### src/common/line_sense_pkg.sv
// constants, field layouts and carrier types for the line sense status register
// assumes one 250 MHz system clock and an external secondary-frame engine
package line_sense_pkg;

  // ==========================================================
  // register map
  localparam logic [4:0] LINE_SENSE_STATUS_ADDR = 5'h13;
  localparam logic [7:0] LINE_SENSE_STATUS_RST  = 8'h00;

  // ==========================================================
  // field positions inside line_sense_status
  localparam int CODE_MSB     = 7;
  localparam int CODE_LSB     = 3;
  localparam int OVL_BIT      = 2;
  localparam int DROPOUT_BIT  = 1;
  localparam int PROTECT_BIT  = 0;

  // ==========================================================
  // sense code scaling and limits
  localparam int          CODE_W          = 5;
  localparam logic [4:0]  CODE_NONE       = 5'h00;
  localparam logic [4:0]  CODE_MAX_NORMAL = 5'h1E;
  localparam logic [4:0]  CODE_FULL       = 5'h1F;
  localparam int          MA_PER_COUNT    = 3;    // loop current step, mA
  localparam int          QV_PER_COUNT    = 11;   // 2.75 V step in quarter volts
  localparam int          OVL_MA_NORMAL   = 140;  // overload threshold, mA
  localparam int          OVL_MA_EURO     = 54;   // overload threshold, mA, euro mode

  // ==========================================================
  // timing
  localparam int          DROPOUT_HOLD_FRAMES = 16;
  localparam logic [4:0]  DROPOUT_HOLD_INIT   = 5'h10;

  // ==========================================================
  // carriers
  typedef struct packed {
    logic [4:0] code;
    logic       input_overload_live;
    logic       dropout;
    logic       protect;
  } status_type;

  typedef struct packed {
    logic       valid;
    logic       read;
    logic [4:0] addr;
  } sec_req_type;

  typedef struct packed {
    logic       mode;
    logic       offhook_request;
    logic       onhook_monitor_enable;
    logic       european_termination_mode;
    logic       overload_protect_enable;
  } ctrl_type;

  typedef enum logic [2:0] {
    SRC_ZERO    = 3'b001,
    SRC_VOLTAGE = 3'b010,
    SRC_CURRENT = 3'b100
  } src_type;

endpackage

### src/hdl/line_sense_status.sv
// line sense status register: sense code, live overload, dropout, protect
// assumes measurement inputs and controls are synchronous to clk_sys and a
// secondary-frame engine presents decoded read requests on sec_req
`timescale 1ns/1ns

// Notes on behaviour
// - five-bit sense code sits in bits 7:3
// - on-hook voltage 2.75 V per count, zero=no line
// - code 1 minimum voltage, 31 maximum voltage
// - loop current 3 mA per count, zero=too low
// - 1 min, 30 max normal, 31 overload
// - overload above 140 mA, 54 mA euro mode
// - bit 2 live overload, clears by itself
// - masked only by off-hook counter, not billing
// - off-hook supply collapse sets bit 1
// - dropout clears sixteen frames after recovery
// - dropout flag zero whenever on-hook
// - bit 0 shows overload protection active
// - read-only register, resets to all zeros
// - secondary read frame returns eight register bits
module line_sense_status
  import line_sense_pkg::*;
#(
  parameter int MA_W = 8,
  parameter int QV_W = 9
)
(
  input  wire logic             clk_sys,
  input  wire logic             arst_n,
  input  wire logic             frame_tick,
  input  wire ctrl_type         ctrl,
  input  wire logic             billing_tone_enable,
  input  wire logic [MA_W-1:0]  loop_current_ma,
  input  wire logic [QV_W-1:0]  line_voltage_qv,
  input  wire logic             rx_level_excess,
  input  wire logic             offhook_counter_run,
  input  wire logic             line_supply_ok,
  input  wire logic             protect_engaged,
  input  wire sec_req_type      sec_req,
  output logic                  rd_valid_q,
  output logic                  rd_hit_q,
  output logic [7:0]            rd_data_q,
  output status_type            status_q
);

  // ==========================================================
  // hook state
  // mode set together with an off-hook request is the forced on-hook
  // state, so the line is only truly off-hook with mode clear; dropout
  // and the loop current path both key off this one signal
  logic offhook;

  assign offhook = !ctrl.mode && ctrl.offhook_request;

  // ==========================================================
  // measurement conversion
  logic [MA_W-1:0] ovl_limit;
  logic [MA_W-1:0] ma_steps;
  logic [QV_W-1:0] qv_steps;
  logic [4:0]      current_code;
  logic [4:0]      voltage_code;
  logic [4:0]      monitor_code;
  src_type         src;
  logic [4:0]      code_d;

  // threshold picked per termination mode; the lower euro limit trips
  // well inside the normal scale, so codes 19 to 30 never show there
  always_comb
  begin
    if (ctrl.european_termination_mode)
    begin
      ovl_limit = MA_W'(OVL_MA_EURO);
    end
    else
    begin
      ovl_limit = MA_W'(OVL_MA_NORMAL);
    end
  end

  assign ma_steps = loop_current_ma / MA_W'(MA_PER_COUNT);
  assign qv_steps = line_voltage_qv / QV_W'(QV_PER_COUNT);

  // loop current code; normal range saturates one below the overload code
  always_comb
  begin
    if (loop_current_ma > ovl_limit)
      current_code = CODE_FULL;
    else if (ma_steps > MA_W'(CODE_MAX_NORMAL))
      current_code = CODE_MAX_NORMAL;
    else
      current_code = ma_steps[4:0];
  end

  // voltage code; zero only when no measurable line voltage
  always_comb
  begin
    if (qv_steps > QV_W'(CODE_FULL))
      voltage_code = CODE_FULL;
    else
      voltage_code = qv_steps[4:0];
  end

  // high-current monitor only tells line present or absent
  assign monitor_code = (voltage_code != CODE_NONE) ? CODE_FULL : CODE_NONE;

  // source selection from mode, hook and monitor settings
  always_comb
  begin
    if (offhook)
      src = SRC_CURRENT;
    else if (ctrl.mode || ctrl.onhook_monitor_enable)
      src = SRC_VOLTAGE;
    else
      src = SRC_ZERO;
  end

  always_comb
  begin
    case (src)
      SRC_CURRENT: code_d = current_code;
      SRC_VOLTAGE: code_d = ctrl.mode ? voltage_code : monitor_code;
      SRC_ZERO:    code_d = CODE_NONE;
      default:     code_d = CODE_NONE;
    endcase
  end

  // ==========================================================
  // status field flops
  // one flop per field, each driven by exactly one process; status_q is
  // only their concatenation, so every output bit is still a flop output
  logic [4:0] code_q;
  logic       ovl_q;
  logic       dropout_q;
  logic       protect_q;

  // field order matches the register layout, code on top
  assign status_q = {code_q, ovl_q, dropout_q, protect_q};

  // ==========================================================
  // sense code register
  // the code follows its source one cycle late with no filtering;
  // a host that wants a steady reading must average it itself
  always_ff @(posedge clk_sys or negedge arst_n)
  begin
    if (!arst_n)
    begin
      code_q <= LINE_SENSE_STATUS_RST[CODE_MSB:CODE_LSB];
    end
    else
    begin
      code_q <= code_d;
    end
  end

  // ==========================================================
  // live input overload
  // unlike the sticky copy kept elsewhere, this flag mirrors the masked
  // level and so clears itself one cycle after the excess is gone
  logic ovl_d;

  // billing tone setting deliberately ignored; only the counter masks
  always_comb
  begin
    ovl_d = 1'b0;
    if (rx_level_excess && !offhook_counter_run)
    begin
      ovl_d = 1'b1;
    end
  end

  // registered copy of the masked overload level
  always_ff @(posedge clk_sys or negedge arst_n)
  begin
    if (!arst_n)
    begin
      ovl_q <= LINE_SENSE_STATUS_RST[OVL_BIT];
    end
    else
    begin
      ovl_q <= ovl_d;
    end
  end

  // ==========================================================
  // supply dropout
  // hold_q counts the frames still to wait after the supply returns;
  // every new collapse reloads it, so a flickering supply never clears
  // the flag early
  logic [4:0] hold_q;
  logic       hold_last;

  // the frame tick that takes hold_q from one to zero ends the hold
  assign hold_last = dropout_q && line_supply_ok && frame_tick && (hold_q == 5'h01);

  // recovery frame counter; counts frame ticks, so the partial frame
  // in which the supply returns counts as one
  always_ff @(posedge clk_sys or negedge arst_n)
  begin
    if (!arst_n)
    begin
      hold_q <= 5'h00;
    end
    else if (!offhook)
    begin
      hold_q <= 5'h00;
    end
    else if (!line_supply_ok)
    begin
      hold_q <= DROPOUT_HOLD_INIT;
    end
    else if (dropout_q && frame_tick)
    begin
      hold_q <= hold_q - 5'h01;
    end
  end

  // flag: on-hook clears, collapse sets, last hold frame clears
  always_ff @(posedge clk_sys or negedge arst_n)
  begin
    if (!arst_n)
    begin
      dropout_q <= LINE_SENSE_STATUS_RST[DROPOUT_BIT];
    end
    else if (!offhook)
    begin
      dropout_q <= 1'b0;
    end
    else if (!line_supply_ok)
    begin
      dropout_q <= 1'b1;
    end
    else if (hold_last)
    begin
      dropout_q <= 1'b0;
    end
  end

  // ==========================================================
  // overload protection indicator
  // a disabled protect path reads as inactive even while the engaged
  // input is high, so a stale sense line cannot show up here
  always_ff @(posedge clk_sys or negedge arst_n)
  begin
    if (!arst_n)
    begin
      protect_q <= LINE_SENSE_STATUS_RST[PROTECT_BIT];
    end
    else
    begin
      protect_q <= protect_engaged && ctrl.overload_protect_enable;
    end
  end

  // ==========================================================
  // secondary-frame read port
  // writes to this address are dropped: every field is read-only, and
  // a write gets no answer at all rather than an error
  logic rd_take;
  logic rd_match;

  assign rd_take  = sec_req.valid && sec_req.read;
  assign rd_match = (sec_req.addr == LINE_SENSE_STATUS_ADDR);

  // answer strobe, one cycle per taken read
  always_ff @(posedge clk_sys or negedge arst_n)
  begin
    if (!arst_n)
    begin
      rd_valid_q <= 1'b0;
    end
    else
    begin
      rd_valid_q <= rd_take;
    end
  end

  // hit marks an answer that came from this register
  always_ff @(posedge clk_sys or negedge arst_n)
  begin
    if (!arst_n)
    begin
      rd_hit_q <= 1'b0;
    end
    else
    begin
      rd_hit_q <= rd_take && rd_match;
    end
  end

  // read data holds until the next read; other addresses read as zero
  always_ff @(posedge clk_sys or negedge arst_n)
  begin
    if (!arst_n)
    begin
      rd_data_q <= 8'h00;
    end
    else if (rd_take && rd_match)
    begin
      rd_data_q <= status_q;
    end
    else if (rd_take)
    begin
      rd_data_q <= 8'h00;
    end
  end

endmodule

### config.mk
export PLATFORM = sky130hd
export DESIGN_NAME = line_sense_status
export DESIGN_NICKNAME = d
export VERILOG_FILES = /design/src/common/line_sense_pkg.sv /design/src/hdl/line_sense_status.sv
export SDC_FILE = /design/constraint.sdc
export NUM_CORES = 1
export LEC_CHECK = 0
export BUFFER_PORTS_ARGS = -buffer_cell sky130_fd_sc_hd__buf_2
export CAP_MARGIN = 20
export CORE_MARGIN = 3
export CORE_UTILIZATION = 50
export DETAILED_ROUTE_END_ITERATION = 8
export PLACE_DENSITY_LB_ADDON = 0.1
export SYNTH_ARGS = -nofsm -noshare
export SYNTH_HDL_FRONTEND = slang
export SYNTH_SLANG_ARGS = --single-unit
### constraint.sdc
create_clock -name clk_sys -period 1.2 [get_ports clk_sys]
set_input_delay 0.06 -clock clk_sys [delete_from_list [all_inputs] [get_ports clk_sys]]
set_output_delay 0.06 -clock clk_sys [all_outputs]
set_load 0.005 [all_outputs]
==> run_results.csv <==
group,metric,value,unit
status,outcome,"complete, but fails checks",
status,violations,"setup timing",
floorplan,initial_core_util,52.44,%
cts,cts_root_buffer,"clkbuf_8",
timing,rsz0062_at_grt,"true",
route,drtIter0Drc,240,
timing,max_clock_freq,348.6,MHz
timing,setup_ws,-1.669,ns
yosys,synth_top_family_by_area,"compound AO/OA/AOI/OAI gates",
yosys,seq_area_frac_synth,22.93,%
cts,htree_levels,1,
hold_path,hp-class,"in2reg",
timing,period_share,239.1,%
yosys,syn_nets,360,
worst_setup_path,cp-endpoint,"code_q[2]",
cts,cts.sink_count,23,
floorplan,dieWidth,76.85,um
timing,worst_pin_slew,0.6388,ns
power_and_ir_drop,powerDensity,805.0,nW/um2
route,ant_nets,0,
worst_setup_path,crit_top_cell,"nor2_2",
final_layout,drive_gt1_share,47.69,%
cts,clk_pin_slew_worst_paths,0.08,ns
timing,slew_headroom,57.31,%
yosys,yosysWarnings,0,
cts,cts_buffers,3,
worst_setup_path,critPathMaxFanout,6,
yosys,synth_ff_type,"dfrtp_1",
cts,cts_tree,"built",
placed_design,dp_slack,-2.047,ns
yosys,yosys.area_share.simple,22.88,%
placed_design,gp_congestion,0.8726,
global_routing,met1_usage,36.04,%
yosys,synth-edff-count,0,
route,first_pass_iters,5,
timing,drv_slew,0,
worst_setup_path,critPathBufInv,3,
final_layout,multi_input_area,2072,um2
worst_setup_path,worstPathArrival,3.02,ns
yosys,synth_commonest_cells,"24 x nor2_1, 23 x dfrtp_1, 22 x nand2_1, 20 x a21oi_1, 17 x o21ai_0",
global_routing,use_met2,44.43,%
worst_setup_path,crit_type,"in2reg",
yosys,synthCells,313,
route,dr_total_vias,3082,
cts,clk_latency,0.27,ns
floorplan,num_io_pins,55,
timing,fin_hold_ws,0.03631,ns
yosys,async_flop_share,100.0,%
timing,finClkSkew,0.001728,ns
final_layout,nFillCells,283,
worst_setup_path,cp_slowest_cell,"or4_4",
worst_setup_path,slowest_delay,0.53,ns
yosys,yosys.area.top_type,"dfrtp_1",
worst_setup_path,crit_path_start_kind,"input pin",
timing,finalHoldViolCount,0,
yosys,synth-xor-area-share,3.490,%
placed_design,place_inst,507,
worst_setup_path,r2r_slack,-0.06,ns
final_layout,diodes,0,
final_layout,fin_util,83.40,%
final_layout,ff_latch_area,576.8,um2
yosys,synth_mux_area_share,3.290,%
global_routing,grtUsageMet3,2.465,%
yosys,yosysTopAreaCellShare,22.93,%
global_routing,overflow,0,
global_routing,gr-max-usage-layer,"met2",
route,routedWlPerCell,16.24,um
floorplan,fp-row-count,25,
worst_setup_path,crit_start,"line_voltage_qv[8]",
worst_setup_path,critical_path_depth,14,
worst_setup_path,critPathTopFamily,"simple AND/OR/NAND/NOR gates",
global_routing,antenna_found_initial,0,
timing,setup_viol,7,
worst_setup_path,r2r_end,"hold_q[4]",
hold_path,holdPathStages,3,
yosys,syn_area_per_cell,8.019,um2
final_layout,finalNonFillerCells,522,
worst_setup_path,required,1.35,ns
global_routing,grt_pass1_wl,13.10,mm
global_routing,grt_max_degree,24,
flow_run,cap_viol_max_count,0,
global_routing,grt_pass1_vias,2898,
final_layout,fin_nets,503,
yosys,ys_types,68,
global_routing,grtUsageTotal,26.67,%
floorplan,coreArea,4786,um2
yosys,syn_area,2510,um2
worst_setup_path,end_kind,"flip-flop",
yosys,ys_seq_elements,23,
yosys,synth_area_leaders,"dfrtp_1 23%, ha_1 5.0%, a21oi_1 4.0%, nor2_1 3.6%, a22o_1 3.5%",
yosys,synth-compound-area-share,36.04,%
yosys,synth_most_common_cell,"nor2_1",
power_and_ir_drop,ir_worst_vdd,0.4818,mV
floorplan,fp.dieH,76.85,um
cts,cts_buffer_depth,2,
route,drc,0,
worst_setup_path,worst_r2r_path_depth,6,
worst_setup_path,path_cells,"buf_8, and3b_2, a222oi_1, buf_4, a221oi_4, buf_6, a211oi_4, a221oi_2, or3_1, nor2_2, nor2_2, or4_4, o22ai_4, o22ai_1",
route,wirelength,8.478,mm
route,via_per_inst,5.904,
floorplan,die_area,5906,um2
power_and_ir_drop,power_leakage,1.852,nW
final_layout,area_growth_syn_to_layout,59.02,%
placed_design,dpl.hpwl,5.739,mm
placed_design,port_buffers,53,
yosys,yosys.area_share.adder,4.985,%
timing,period_minus_slack,2.869,ns
worst_setup_path,regToRegStartpoint,"hold_q[1]",
power breakdown:
| part | switching, mW | internal [mW] |
|---|---|---|
| logic | 0.918 | 0.969 |
| clock network | 0.244 | 0.232 |
| registers | 0.0307 | 0.819 |
| total | 1.19 | 2.02 |
state kept, by name (all words and copies together), names as in the netlist:
register / cells
rd_data_q: 8
code_q: 5
hold_q: 5
dropout_q: 1
ovl_q: 1
protect_q: 1
rd_hit_q: 1
rd_valid_q: 1
cell type report:
class | instances | share of cell area [%]
clock buffers | 3 | 1.034
clock inverters | 1 | 0.1254
inverters | 15 | 1.411
multi-input cells | 253 | 51.91
flip-flops and latches | 23 | 14.45
well taps | 67 | 2.100
repair buffers | 160 | 28.97
cells in the final DEF, fill, tap and decap left out, drive strengths merged, types with 5 or more instances in the layout:
cell	instances
a21oi	21
a211oi	7
dlygate4sd3	5
o31ai	6
inv	15
o211ai	5
xnor2	6
nor3	5
buf	155
nand2b	7
nand3	8
o22ai	6
ha	10
mux2i	6
a22o	10
nor2	24
nor2b	9
a21o	7
dfrtp	23
nand2	22
a31oi	6
o21ai	19
tightest hold or removal path, stage by stage:
cell	delay, ns
buf_2	0.07
nand2_1	0.06
inv_1	0.08
through the flow:
step | area, um2 | total power [mW] | setup TNS, ns
after floorplan | 2539 | 1.735 | -10.60
after global placement | 3503 | 2.403 | -9.641
after detailed placement | 3503 | 2.452 | -10.24
after CTS | 3835 | 3.103 | -7.648
after global routing | 3991 | 3.402 | -8.953
final | 3991 | 3.213 | -8.307
cells by family after synthesis:
kind of cell | after synthesis
AOI/OAI and AO/OA | 119
and+or+nand+nor | 106
muxes | 8
adders and majority gates | 10
DFF | 23
xor gates and xnor gates | 10
buffers and inverters | 37
metal layers:
metal	vias to the layer above	part of all wire, %
li1	1473	-
met1	1461	43
met2	130	50
met3	18	5.7
met4	0	1.7
met5	-	0
how the worst min path moves through the flow:
stage          slack [ns]         end             from
5_1_grt              0.05       ovl_q  rx_level_excess
6_report             0.04  rd_valid_q       sec_req[5]
3_5_place_dp         0.05   hold_q[1]           arst_n
3_3_place_gp         0.05   hold_q[0]           arst_n
2_1_floorplan       -0.24   code_q[0]           arst_n
4_1_cts              0.03       ovl_q  rx_level_excess
what timing repair did:
action | 4_1_cts | 5_1_grt
buffers inserted | 5 | 4
pin swaps | 13 | 22
setup endpoints to repair | 6 | 9
hold endpoints to repair | 27 | 0
hold buffers | 5 | 0
resized for setup | 49 | 26
Power figures use the tool's default switching activity.
